**src/common/bpoc_pkg.sv**
```systemverilog
// Package: offsets, field positions, reset values and types of the power override control
package bpoc_pkg;
   // Configuration space offsets (byte addresses of aligned dwords)
   localparam logic [7:0] GEN_CTRL_OFS = 8'hd4;
   localparam logic [7:0] CLK_CTRL_OFS = 8'hd8;
   localparam logic [7:0] DEV_CAP_OFS = 8'h74;

   // General control field positions
   localparam int SPR_LSB = 20;
   localparam int SPEC_OFF_BIT = 19;
   localparam int SHALLOW_LSB = 16;
   localparam int DEEP_LSB = 13;
   localparam int VC_BIT = 12;
   localparam int D3_STOP_BIT = 11;
   localparam int BEACON_BIT = 10;

   // Device capabilities field positions
   localparam int CAP_SHALLOW_LSB = 6;
   localparam int CAP_DEEP_LSB = 9;

   // Clock disable in byte 0, clock mask in byte 1 of the D8h dword
   localparam int CLK_DIS_LSB = 0;
   localparam int CLK_MASK_LSB = 8;

   // Slot power response encodings; 3'h5..3'h7 are reserved
   localparam logic [2:0] SPR_IGNORE = 3'h0;
   localparam logic [2:0] SPR_PIN = 3'h1;
   localparam logic [2:0] SPR_CLKSTOP = 3'h2;
   localparam logic [2:0] SPR_BOTH = 3'h3;
   localparam logic [2:0] SPR_UNSUP = 3'h4;

   // Values after reset
   localparam logic [2:0] SPR_RESET = 3'h0;
   localparam logic SPEC_OFF_RESET = 1'b0;
   localparam logic [2:0] SHALLOW_RESET = 3'h0;
   localparam logic [2:0] DEEP_RESET = 3'h0;
   localparam logic D3_STOP_RESET = 1'b0;
   localparam logic BEACON_RESET = 1'b0;
   localparam logic [7:0] CLK_BYTE_RESET = 8'h00;

   // Configuration access carried as one bundle
   typedef struct packed {
      logic wr;
      logic rd;
      logic [7:0] addr;
      logic [3:0] be;
      logic [31:0] wdata;
   } bpoc_cfg_req_type;

   // Sticky general control fields that the block keeps
   typedef struct packed {
      logic [2:0] spr_sel;
      logic spec_off;
      logic [2:0] shallow;
      logic [2:0] deep;
      logic d3_stop;
      logic beacon;
   } bpoc_gen_ctrl_type;

   localparam bpoc_gen_ctrl_type GEN_RESET = '{SPR_RESET, SPEC_OFF_RESET, SHALLOW_RESET,
      DEEP_RESET, D3_STOP_RESET, BEACON_RESET};

   // Incoming request kinds seen by the classifier
   typedef enum logic [2:0] {
      REQ_MEM_RD = 3'h0,
      REQ_MEM_RD_LINE = 3'h1,
      REQ_MEM_RD_MULT = 3'h2,
      REQ_CFG0 = 3'h3,
      REQ_CFG1 = 3'h4,
      REQ_SET_SLOT_PWR = 3'h5,
      REQ_MEM_WR = 3'h6,
      REQ_OTHER = 3'h7
   } bpoc_req_kind_type;

   // Wake sequencer states, one-hot
   typedef enum logic [2:0] {
      WK_IDLE = 3'b001,
      WK_SIGNAL = 3'b010,
      WK_HOLD = 3'b100
   } bpoc_wake_state_type;
endpackage

```
**src/rtl/bpoc_req_class.sv**
```systemverilog
// Request classifier: unsupported and prefetch decisions for one request
`timescale 1ns/1ps
module bpoc_req_class (
   // Request
   input wire bpoc_pkg::bpoc_req_kind_type i_kind,
   // Control
   input wire logic [2:0] i_spr_sel,
   input wire logic i_limit_short,
   input wire logic i_spec_off,
   // Decision
   output logic o_unsupported,
   output logic o_prefetch
);
   logic exempt;
   logic is_read;

   // Config requests and slot power messages always pass
   always_comb begin
      exempt = (i_kind == bpoc_pkg::REQ_CFG0) || (i_kind == bpoc_pkg::REQ_CFG1) ||
         (i_kind == bpoc_pkg::REQ_SET_SLOT_PWR);
      o_unsupported = i_limit_short && (i_spr_sel == bpoc_pkg::SPR_UNSUP) && !exempt;
      is_read = (i_kind == bpoc_pkg::REQ_MEM_RD_LINE) || (i_kind == bpoc_pkg::REQ_MEM_RD_MULT);
      // Plain reads prefetch only while speculation is on
      if (i_kind == bpoc_pkg::REQ_MEM_RD) begin
         o_prefetch = !i_spec_off && !o_unsupported;
      end else begin
         o_prefetch = is_read && !o_unsupported;
      end
   end
endmodule

```
**src/rtl/bpoc_clk_gate.sv**
```systemverilog
// Secondary clock enable generator, one enable per clock output
`timescale 1ns/1ps
module bpoc_clk_gate #(
   parameter int N_CLK = 7
) (
   // Per-output control
   input wire logic [N_CLK-1:0] i_disable,
   input wire logic [N_CLK-1:0] i_mask,
   // Conditions
   input wire logic i_stop_masked,
   input wire logic i_stop_all,
   // Enables
   output logic [N_CLK-1:0] o_enable
);
   // Each output stops on its own disable, a masked override or D3 stop
   for (genvar g = 0; g < N_CLK; g++) begin : g_clk
      assign o_enable[g] = !i_disable[g] && !(i_stop_masked && i_mask[g])
         && !i_stop_all;
   end
endmodule

```
**src/rtl/bpoc_top.sv**
```systemverilog
// Bridge power override control: sticky general control fields and their effects
`timescale 1ns/1ps

// Contract
// - Slot power response acts only while slot limit is below the required power.
// - Selection 000 ignores the slot power limit entirely.
// - Selection 001 asserts the power override pin while the limit is exceeded.
// - Selection 010 stops secondary clocks selected in the clock mask.
// - Selection 011 stops masked clocks and asserts the power override pin.
// - Selection 100 answers unsupported, except config type 0/1 and slot power messages.
// - Speculation bit 0 makes all three memory read kinds prefetchable.
// - Speculation bit 1 prefetches only read line and read multiple.
// - Shallow idle exit field 18:16 is copied to capabilities bits 8:6.
// - Deep idle exit field 15:13 is copied to capabilities bits 11:9.
// - Virtual channel structure bit 12 reads zero, structure stays disabled.
// - D3 clock stop bit 1 stops secondary clocks in D3; 0 keeps them.
// - L2 wake uses sideband wake only, plus beacon when beacon bit set.
// - Fields are sticky, cleared by link reset, global reset or power-on reset.
// - Clock mask holds one bit per secondary clock output.
module bpoc_top #(
   parameter int N_CLK = 7
) (
   // Clock and power-on reset
   input wire logic i_clk,
   input wire logic i_rst,
   // Sticky clears
   input wire logic i_link_reset,
   input wire logic i_global_reset_pin,
   // Configuration access
   input wire bpoc_pkg::bpoc_cfg_req_type i_cfg,
   output logic [31:0] o_cfg_rdata,
   output logic o_cfg_rvalid,
   // Power state
   input wire logic i_slot_limit_short,
   input wire logic i_d3_state,
   // Requests
   input wire logic i_req_valid,
   input wire bpoc_pkg::bpoc_req_kind_type i_req_kind,
   output logic o_req_done,
   output logic o_req_unsupported,
   output logic o_req_prefetch,
   // Secondary clocks and override pin
   output logic [N_CLK-1:0] o_sec_clk_en,
   output logic o_power_limit_exceeded_pin,
   // Link wake
   input wire logic i_link_in_l2,
   input wire logic i_wake_request,
   output logic o_wake_assert,
   output logic o_beacon_assert,
   // Capability copies
   output logic [2:0] o_cap_shallow_idle_exit,
   output logic [2:0] o_cap_deep_idle_exit
);
   bpoc_pkg::bpoc_gen_ctrl_type gen_ff, nxt_gen;
   logic [N_CLK-1:0] clk_dis_ff, nxt_clk_dis;
   logic [N_CLK-1:0] clk_mask_ff, nxt_clk_mask;
   logic [31:0] rdata_ff, nxt_rdata;
   logic rvalid_ff, nxt_rvalid;
   logic sticky_clear;

   // Address match, shared by write and read decode
   function automatic logic cfg_hit(input logic [7:0] addr, input logic [7:0] ofs);
      cfg_hit = (addr[7:2] == ofs[7:2]);
   endfunction

   // General control word as seen by software; bit 12 is hardwired zero
   function automatic logic [31:0] gen_word(input bpoc_pkg::bpoc_gen_ctrl_type g);
      logic [31:0] w;
      w = 32'h0000_0000;
      w[bpoc_pkg::SPR_LSB +: 3] = g.spr_sel;
      w[bpoc_pkg::SPEC_OFF_BIT] = g.spec_off;
      w[bpoc_pkg::SHALLOW_LSB +: 3] = g.shallow;
      w[bpoc_pkg::DEEP_LSB +: 3] = g.deep;
      w[bpoc_pkg::VC_BIT] = 1'b0;
      w[bpoc_pkg::D3_STOP_BIT] = g.d3_stop;
      w[bpoc_pkg::BEACON_BIT] = g.beacon;
      gen_word = w;
   endfunction

   // Link or global reset wipes the sticky fields; a hot reset does not
   assign sticky_clear = i_link_reset || i_global_reset_pin;

   // Sticky register writes, byte lanes honoured
   always_comb begin
      nxt_gen = gen_ff;
      nxt_clk_dis = clk_dis_ff;
      nxt_clk_mask = clk_mask_ff;
      if (sticky_clear) begin
         nxt_gen = bpoc_pkg::GEN_RESET;
         nxt_clk_dis = bpoc_pkg::CLK_BYTE_RESET[N_CLK-1:0];
         nxt_clk_mask = bpoc_pkg::CLK_BYTE_RESET[N_CLK-1:0];
      end else if (i_cfg.wr && cfg_hit(i_cfg.addr, bpoc_pkg::GEN_CTRL_OFS)) begin
         if (i_cfg.be[2]) begin
            nxt_gen.spr_sel = i_cfg.wdata[bpoc_pkg::SPR_LSB +: 3];
            nxt_gen.spec_off = i_cfg.wdata[bpoc_pkg::SPEC_OFF_BIT];
            nxt_gen.shallow = i_cfg.wdata[bpoc_pkg::SHALLOW_LSB +: 3];
         end
         if (i_cfg.be[1]) begin
            nxt_gen.deep = i_cfg.wdata[bpoc_pkg::DEEP_LSB +: 3];
            nxt_gen.d3_stop = i_cfg.wdata[bpoc_pkg::D3_STOP_BIT];
            nxt_gen.beacon = i_cfg.wdata[bpoc_pkg::BEACON_BIT];
         end
      end else if (i_cfg.wr && cfg_hit(i_cfg.addr, bpoc_pkg::CLK_CTRL_OFS)) begin
         if (i_cfg.be[0]) begin
            nxt_clk_dis = i_cfg.wdata[bpoc_pkg::CLK_DIS_LSB +: N_CLK];
         end
         if (i_cfg.be[1]) begin
            nxt_clk_mask = i_cfg.wdata[bpoc_pkg::CLK_MASK_LSB +: N_CLK];
         end
      end
   end

   always_ff @(posedge i_clk or posedge i_rst) begin
      if (i_rst) begin
         gen_ff <= bpoc_pkg::GEN_RESET;
         clk_dis_ff <= bpoc_pkg::CLK_BYTE_RESET[N_CLK-1:0];
         clk_mask_ff <= bpoc_pkg::CLK_BYTE_RESET[N_CLK-1:0];
      end else begin
         gen_ff <= nxt_gen;
         clk_dis_ff <= nxt_clk_dis;
         clk_mask_ff <= nxt_clk_mask;
      end
   end

   // Read answer one cycle after the strobe; unmapped dwords read zero
   always_comb begin
      nxt_rvalid = i_cfg.rd;
      nxt_rdata = 32'h0000_0000;
      if (!i_cfg.rd) begin
         nxt_rdata = 32'h0000_0000;
      end else if (cfg_hit(i_cfg.addr, bpoc_pkg::GEN_CTRL_OFS)) begin
         nxt_rdata = gen_word(gen_ff);
      end else if (cfg_hit(i_cfg.addr, bpoc_pkg::CLK_CTRL_OFS)) begin
         nxt_rdata[bpoc_pkg::CLK_DIS_LSB +: N_CLK] = clk_dis_ff;
         nxt_rdata[bpoc_pkg::CLK_MASK_LSB +: N_CLK] = clk_mask_ff;
      end else if (cfg_hit(i_cfg.addr, bpoc_pkg::DEV_CAP_OFS)) begin
         nxt_rdata[bpoc_pkg::CAP_SHALLOW_LSB +: 3] = gen_ff.shallow;
         nxt_rdata[bpoc_pkg::CAP_DEEP_LSB +: 3] = gen_ff.deep;
      end
   end

   always_ff @(posedge i_clk or posedge i_rst) begin
      if (i_rst) begin
         rdata_ff <= 32'h0000_0000;
         rvalid_ff <= 1'b0;
      end else begin
         rdata_ff <= nxt_rdata;
         rvalid_ff <= nxt_rvalid;
      end
   end

   // Override effects; reserved selections fall through as ignore
   logic pin_sel, clk_sel;
   logic nxt_pin, pin_ff;
   logic [N_CLK-1:0] gate_en, clk_en_ff;
   logic [2:0] cap_sh_ff, cap_dp_ff;

   always_comb begin
      pin_sel = (gen_ff.spr_sel == bpoc_pkg::SPR_PIN) ||
         (gen_ff.spr_sel == bpoc_pkg::SPR_BOTH);
      clk_sel = (gen_ff.spr_sel == bpoc_pkg::SPR_CLKSTOP) ||
         (gen_ff.spr_sel == bpoc_pkg::SPR_BOTH);
      nxt_pin = pin_sel && i_slot_limit_short;
   end

   bpoc_clk_gate #(
      .N_CLK(N_CLK)
   ) u_clk_gate (
      .i_disable(clk_dis_ff),
      .i_mask(clk_mask_ff),
      .i_stop_masked(clk_sel && i_slot_limit_short),
      .i_stop_all(i_d3_state && gen_ff.d3_stop),
      .o_enable(gate_en)
   );

   // Registered so the pins never glitch on a field change
   always_ff @(posedge i_clk or posedge i_rst) begin
      if (i_rst) begin
         pin_ff <= 1'b0;
         clk_en_ff <= '1;
         cap_sh_ff <= bpoc_pkg::SHALLOW_RESET;
         cap_dp_ff <= bpoc_pkg::DEEP_RESET;
      end else begin
         pin_ff <= nxt_pin;
         clk_en_ff <= gate_en;
         cap_sh_ff <= gen_ff.shallow;
         cap_dp_ff <= gen_ff.deep;
      end
   end

   // Request classification
   logic cls_unsup, cls_pref;
   logic req_done_ff, req_unsup_ff, req_pref_ff;

   bpoc_req_class u_req_class (
      .i_kind(i_req_kind),
      .i_spr_sel(gen_ff.spr_sel),
      .i_limit_short(i_slot_limit_short),
      .i_spec_off(gen_ff.spec_off),
      .o_unsupported(cls_unsup),
      .o_prefetch(cls_pref)
   );

   // Decision stands for one cycle with the done pulse
   always_ff @(posedge i_clk or posedge i_rst) begin
      if (i_rst) begin
         req_done_ff <= 1'b0;
         req_unsup_ff <= 1'b0;
         req_pref_ff <= 1'b0;
      end else begin
         req_done_ff <= i_req_valid;
         req_unsup_ff <= i_req_valid && cls_unsup;
         req_pref_ff <= i_req_valid && cls_pref;
      end
   end

   // Wake sequencer: signal while in L2, then wait for the request to drop
   bpoc_pkg::bpoc_wake_state_type wk_ff, nxt_wk;
   logic wake_ff, nxt_wake, beacon_ff, nxt_beacon;

   always_comb begin
      nxt_wk = wk_ff;
      case (wk_ff)
         bpoc_pkg::WK_IDLE: begin
            if (i_link_in_l2 && i_wake_request) begin
               nxt_wk = bpoc_pkg::WK_SIGNAL;
            end
         end
         bpoc_pkg::WK_SIGNAL: begin
            if (!i_link_in_l2) begin
               nxt_wk = bpoc_pkg::WK_HOLD;
            end
         end
         bpoc_pkg::WK_HOLD: begin
            if (!i_wake_request) begin
               nxt_wk = bpoc_pkg::WK_IDLE;
            end
         end
         default: begin
            nxt_wk = bpoc_pkg::WK_IDLE;
         end
      endcase
      nxt_wake = (nxt_wk == bpoc_pkg::WK_SIGNAL);
      nxt_beacon = nxt_wake && gen_ff.beacon;
   end

   always_ff @(posedge i_clk or posedge i_rst) begin
      if (i_rst) begin
         wk_ff <= bpoc_pkg::WK_IDLE;
         wake_ff <= 1'b0;
         beacon_ff <= 1'b0;
      end else begin
         wk_ff <= nxt_wk;
         wake_ff <= nxt_wake;
         beacon_ff <= nxt_beacon;
      end
   end

   // Outputs straight from flip-flops
   assign o_cfg_rdata = rdata_ff;
   assign o_cfg_rvalid = rvalid_ff;
   assign o_req_done = req_done_ff;
   assign o_req_unsupported = req_unsup_ff;
   assign o_req_prefetch = req_pref_ff;
   assign o_sec_clk_en = clk_en_ff;
   assign o_power_limit_exceeded_pin = pin_ff;
   assign o_wake_assert = wake_ff;
   assign o_beacon_assert = beacon_ff;
   assign o_cap_shallow_idle_exit = cap_sh_ff;
   assign o_cap_deep_idle_exit = cap_dp_ff;
endmodule

```
**config.mk**
```make
export PLATFORM = sky130hd
export DESIGN_NAME = bpoc_top
export DESIGN_NICKNAME = d
export VERILOG_FILES = /design/src/common/bpoc_pkg.sv /design/src/rtl/bpoc_req_class.sv /design/src/rtl/bpoc_clk_gate.sv /design/src/rtl/bpoc_top.sv
export SDC_FILE = /design/constraint.sdc
export NUM_CORES = 1
export LEC_CHECK = 0
export ABC_AREA = 1
export BUFFER_PORTS_ARGS = -buffer_cell sky130_fd_sc_hd__clkbuf_2
export CORE_MARGIN = 1
export CORE_UTILIZATION = 54
export CTS_CLUSTER_SIZE = 10
export DETAILED_ROUTE_END_ITERATION = 8
export HOLD_SLACK_MARGIN = 0.05
export PLACE_DENSITY = 0.88
export SLEW_MARGIN = 10
export SYNTH_ARGS = -nofsm -noshare
export SYNTH_HDL_FRONTEND = slang
export SYNTH_SLANG_ARGS = --single-unit
```
**constraint.sdc**
```tcl
create_clock -name i_clk -period 3 [get_ports i_clk]
set_clock_uncertainty 0.15 [all_clocks]
set_input_delay 0 -clock i_clk [delete_from_list [all_inputs] [get_ports i_clk]]
set_output_delay 0 -clock i_clk [all_outputs]
set_load 0.01 [all_outputs]
```
* Word level (Yosys, flattened, before mapping)
Cells that the tools add are included.
Word-level totals: word-level logic and storage cells 131, register bits 81, input port bits 58, output and inout bits 52
Operators by class: mux-type cells 26, eq/ne operators 17, reduce and logical (&&, ||, !) cells 68
Operators with widths (number):
- $mux W7 | 9
- $logic_and A1 B1 Y1 | 34
- $mux W12 | 2
- $mux W23 | 1
- $eq A3 B2 Y1 const B | 6
- $logic_not A1 Y1 | 18
- $mux W15 | 1
- $eq A3 B3 Y1 const B | 4
- $eq A6 B6 Y1 const B | 2
- $mux W3 | 4
- $mux W6 | 2
- $reduce_bool A2 Y1 | 5
- $eq A3 B1 Y1 const B | 3
- $pmux W3 S3 | 1
- $mux W8 | 1
- $eq A6 B5 Y1 const B | 1
- $logic_or A1 B1 Y1 | 6
- $reduce_and A3 Y1 | 2
- $mux W5 | 1
- $mux W4 | 1
- $reduce_and A2 Y1 | 2
- $logic_not A3 Y1 | 1
- $mux W1 | 3
- $ne A2 B2 Y1 const B | 1

* Depth between registers and ports, before layout
depth after elaboration 9, mapped depth 9, mapped depth without buffers 8

* Cells and area by module
From an unflattened synthesis, not the netlist that was laid out.
Second synthesis, totals: cell total of the unflattened synthesis 375, area total of the unflattened synthesis 3221.8 um2
By module, submodules not included:
- bpoc_top | instances 1, area an instance 3051.7 um2, cells an instance 330
- bpoc_clk_gate | instances 1, area an instance 105.1 um2, cells an instance 28
- bpoc_req_class | instances 1, area an instance 65.1 um2, cells an instance 17

* Least setup slack after synthesis
Ideal clock, no wire load.
kind register -> register, start point register wk_ff[0], end point register wk_ff[0], path slack 1.839 ns, data arrival time 0.934 ns, clock period less this slack 1.161 ns, buffers on the path 0, cell stages (with the launch flop) 7, path through dfstp_2 -> inv_1 -> nor2_1 -> nand2_1 -> nand2_1 -> nor2_1 -> a21o_1
Between the ends: cells in the longest elaborated chain, start to end 2, elaborated cells between the ends (all ways) 7, classes of those cells eq/ne: 3; mux: 4
Ends and longest elaborated chain:
- start, declared | RTL line bpoc_top.sv:218 | bpoc_pkg::bpoc_wake_state_type wk_ff, nxt_wk;
- start signal, assigned | RTL line bpoc_top.sv:249 | wk_ff <= bpoc_pkg::WK_IDLE;
- start signal, assigned | RTL line bpoc_top.sv:253 | wk_ff <= nxt_wk;
- $eq A3 B3 Y1, or another cell as far along | RTL line bpoc_top.sv:223 | case (wk_ff)
- $pmux W3 S3 (*) | RTL line bpoc_top.sv:223
- via nxt_wk[0] | RTL line bpoc_top.sv:218
Mark *: on every way through the listed nets, which the timed path passes. The rest lies on a longest branch. A chain may end at the register's enable or synchronous reset.

* Worst setup path in the final report
start point input i_link_reset, end point register gen_ff[9] (netlist name)
Between the ends: cells in the longest elaborated chain, start to end 3, elaborated cells between the ends (all ways) 5, classes of those cells mux: 1; reduce/logical: 4
Ends and longest elaborated chain:
- start, declared | RTL line bpoc_top.sv:27 | input wire logic i_link_reset,
- $logic_or A1 B1 Y1 (*) | RTL line bpoc_top.sv:81 | assign sticky_clear = i_link_reset || i_global_reset_pin;
- $reduce_bool A2 Y1 (no source line)
- $reduce_and A2 Y1 (no source line)
- end signal, assigned | RTL line bpoc_top.sv:115 | gen_ff <= bpoc_pkg::GEN_RESET;
- end signal, assigned | RTL line bpoc_top.sv:119 | gen_ff <= nxt_gen;
- end, declared | RTL line bpoc_top.sv:54 | bpoc_pkg::bpoc_gen_ctrl_type gen_ff, nxt_gen;
Mark *: on every way between the ends. The rest lies on a longest branch, timed or not.

==> impl_metrics.ini <==
[global_route]
grt_pass1_wl_um = 15000
antenna_found_initial = 0
grtUsageMet2_pct = 53.5
grt_pass1_vias = 3169
use_met1_pct = 39.4
grt_util_all_layers_pct = 32.7
grt-ovfl-total = 0
grt_max_degree = 73
gr-usage-met3_pct = 7.67
top_usage_layer = met2

[die]
io_pins = 110
core_sq_mm = 0.00557
die_y_um = 78.7
die-area_sq_mm = 0.00619
rows = 27
initial_utilization_pct = 57.0
die_x_um = 78.7

[power]
ir_drop_mv = 0.265
leakagePower_nw = 2.49
powerDensity_mw_per_mm2 = 474

[outcome]
status = finished clean

[clock_network]
cts.sinks = 72
clk_pin_slew_ps = 70
worstSkewPairLatency_ps = 350
cts_tree = yes
clockBufferDepth = 2
clock-root-buffer = clkbuf_8
htreeDepth = 3
numCtsBuffers = 9

[setup_path]
ff2ff_path_depth = 6
rrSetupSlack_ps = 880
path_class = in -> reg
r2r_end = o_cfg_rdata[11]
slowest_delay_ps = 590
crit_path_start_kind = input port
arrival_ps = 2920
crit_fanout = 29
r2r_start = gen_ff[4]
crit_path_top_delay_cell = dlygate4sd3_1
cp_common_cell = dlygate4sd3_1
worstPathRequired_ps = 3070
endpoint_kind = flop
path_cells = dlygate4sd3_1 > clkbuf_2 > nor2_2 > dlygate4sd3_1 > buf_4 > inv_4 > or2_0 > nand3_1 > nand2_1 > dlygate4sd3_1

[final_layout]
mostFrequentLayoutCell = clkbuf_2
finalCoreUtilization_pct = 81.2
regArea_sq_mm = 0.00181
final_cells = 600
num-fill-cells = 313
multi_input_area_sq_mm = 0.00101
layout_common_cells = clkbuf_2 (87), nand3_1 (77), dlygate4sd3_1 (72)
num_antenna_cells = 0
area_delta_synth_final_pct = 42.6
final_nets = 581
stdcell_area_sq_mm = 0.00453
final_layout_size_suffix_gt1_share_pct = 23.5

[placement]
post-place-ws_ps = 1400
routabilityCongestion = 0.841
placed_area_sq_mm = 0.00360
hpwl_um = 4940
portBuffers = 87
dp_cells = 512

[hold_path]
worst_hold_path.endpoint = gen_ff[7]
hold_path.startpoint = i_cfg[34]
worstHoldPathCells = 4
hp-class = in -> reg

[synth]
synthCells = 364
synth.ff_latch_count = 72
syn-cell-area_sq_mm = 0.00318
synth_cell_type_count = 28
yosys_warnings = 0
yosysSeqAreaShare_pct = 57.1
synth.avg_cell_area_sq_um = 8.72

[timing]
setup_viol = 0
relSlewSlack_pct = 42.6
min_period_ps = 2850
fin_crit_sh_pct = 94.9
tightestPinTransition_ps = 861
fmax_mhz = 351
setup_slack_ps = 152
fin_setup_tns_ps = 0
hold_violations = 0
rsz0062_at_grt = false
finalMaxSlewViolations = 0

[detailed_routing]
ant_nets = 0
drtIter0Drc = 385
vias = 3238
drtPass1Iterations = 5
drc = 0
avgViaCountPerCell = 5.40
detail_route.wirelength_um = 9490
wl_per_cell_um = 15.8

[run]
maxCapViolations = 0
critical path: cells and delay by family:
kind,cells,cell delay (ps)
buf+inv,6,2260
simple gates,4,650
power breakdown:
group	internal, mW	switching (mW)	total, mW
Combinational	0.138	0.182	0.320
Clock	0.427	0.340	0.767
Sequential	1.03	0.0323	1.06
Total	1.59	0.554	2.15
logic make-up after synthesis:
| kind of cell | synth area share (%) |
|---|---|
| other cells | 0.118 |
| compound gates | 1.58 |
| flops | 57.1 |
| simple gates | 29.2 |
| buf+inv | 12.1 |
layer usage:
layer	wire (um)	part of all wire, %	vias to the layer above
li1	-	-	1440
met1	3570	38	1486
met3	958	10	59
met5	0	0	-
met2	4540	48	253
met4	419	4.4	0
synthesized netlist by cell type:
| cell | number | area share [%] |
|---|---|---|
| nor3_1 | 13 | 2.0 |
| nand3_1 | 77 | 12 |
| o21ai_0 | 2 | 0.32 |
| dfrtp_1 | 64 | 50 |
| conb_1 | 1 | 0.12 |
| inv_2 | 2 | 0.24 |
| nor2_2 | 1 | 0.20 |
| clkbuf_8 | 1 | 0.43 |
| nand4_1 | 4 | 0.79 |
| clkbuf_1 | 5 | 0.59 |
| nor3_2 | 1 | 0.32 |
| buf_6 | 2 | 0.71 |
| buf_2 | 4 | 0.63 |
| or2_1 | 1 | 0.20 |
| nand3_4 | 1 | 0.55 |
| o22ai_1 | 2 | 0.39 |
| a21o_1 | 1 | 0.24 |
| nand2_2 | 3 | 0.59 |
| nand3b_1 | 1 | 0.24 |
| or2_0 | 2 | 0.39 |
| nor2_1 | 38 | 4.5 |
| nand2_1 | 52 | 6.1 |
| a21oi_1 | 4 | 0.63 |
| inv_1 | 62 | 7.3 |
| dfstp_2 | 8 | 6.6 |
| nor2_4 | 2 | 0.71 |
| buf_4 | 9 | 2.1 |
| nor3b_2 | 1 | 0.39 |
metrics by stage:
step | power (mW) | hold slack (ps)
after floorplan | 1.23 | -119
after global placement | 1.29 | -25.7
after detailed placement | 1.30 | -25.6
after CTS | 2.13 | 53.2
after global routing | 2.22 | 143
final | 2.15 | 92.1
area by class of cell:
type                    count  area share (%)
flip-flops and latches     72            40.0
repair buffers            161            25.9
multi-input cells         215            22.4
inverters                  64            5.36
clock buffers              13            3.51
well taps                  72            1.99
clock inverters             3           0.884
timing repair:
item / 4_1_cts / 5_1_grt
buffers inserted: 0 / 0
endpoints found under the hold margin: 130 / 0
gates resized for setup: 0 / 3
hold buffers: 72 / 0
endpoints found under the setup margin: 0 / 12
how the worst max path moves through the flow:
stage | startpoint | endpoint | slack, ps | cells past startpoint
finish | i_link_reset | gen_ff[9] | 150 | 10
global placement | i_global_reset_pin | gen_ff[2] | 1440 | 7
detailed placement | i_global_reset_pin | clk_mask_ff[3] | 1400 | 7
floorplan | i_rst | clk_dis_ff[0] | 1040 | 1
CTS | i_link_reset | gen_ff[1] | 130 | 10
global route | i_link_reset | gen_ff[6] | 40 | 10
sequential cells by signal, summed over array words and instances (netlist names):
name                        count
o_cfg_rvalid                    1
clk_mask_ff                     7
o_cap_deep_idle_exit            3
o_wake_assert                   1
o_req_done                      1
clk_dis_ff                      7
o_beacon_assert                 1
o_req_prefetch                  1
o_sec_clk_en                    7
o_cap_shallow_idle_exit         3
o_power_limit_exceeded_pin      1
o_cfg_rdata                    23
wk_ff                           3
gen_ff                         12
o_req_unsupported               1
No activity file was read; power rests on OpenSTA's default activity.
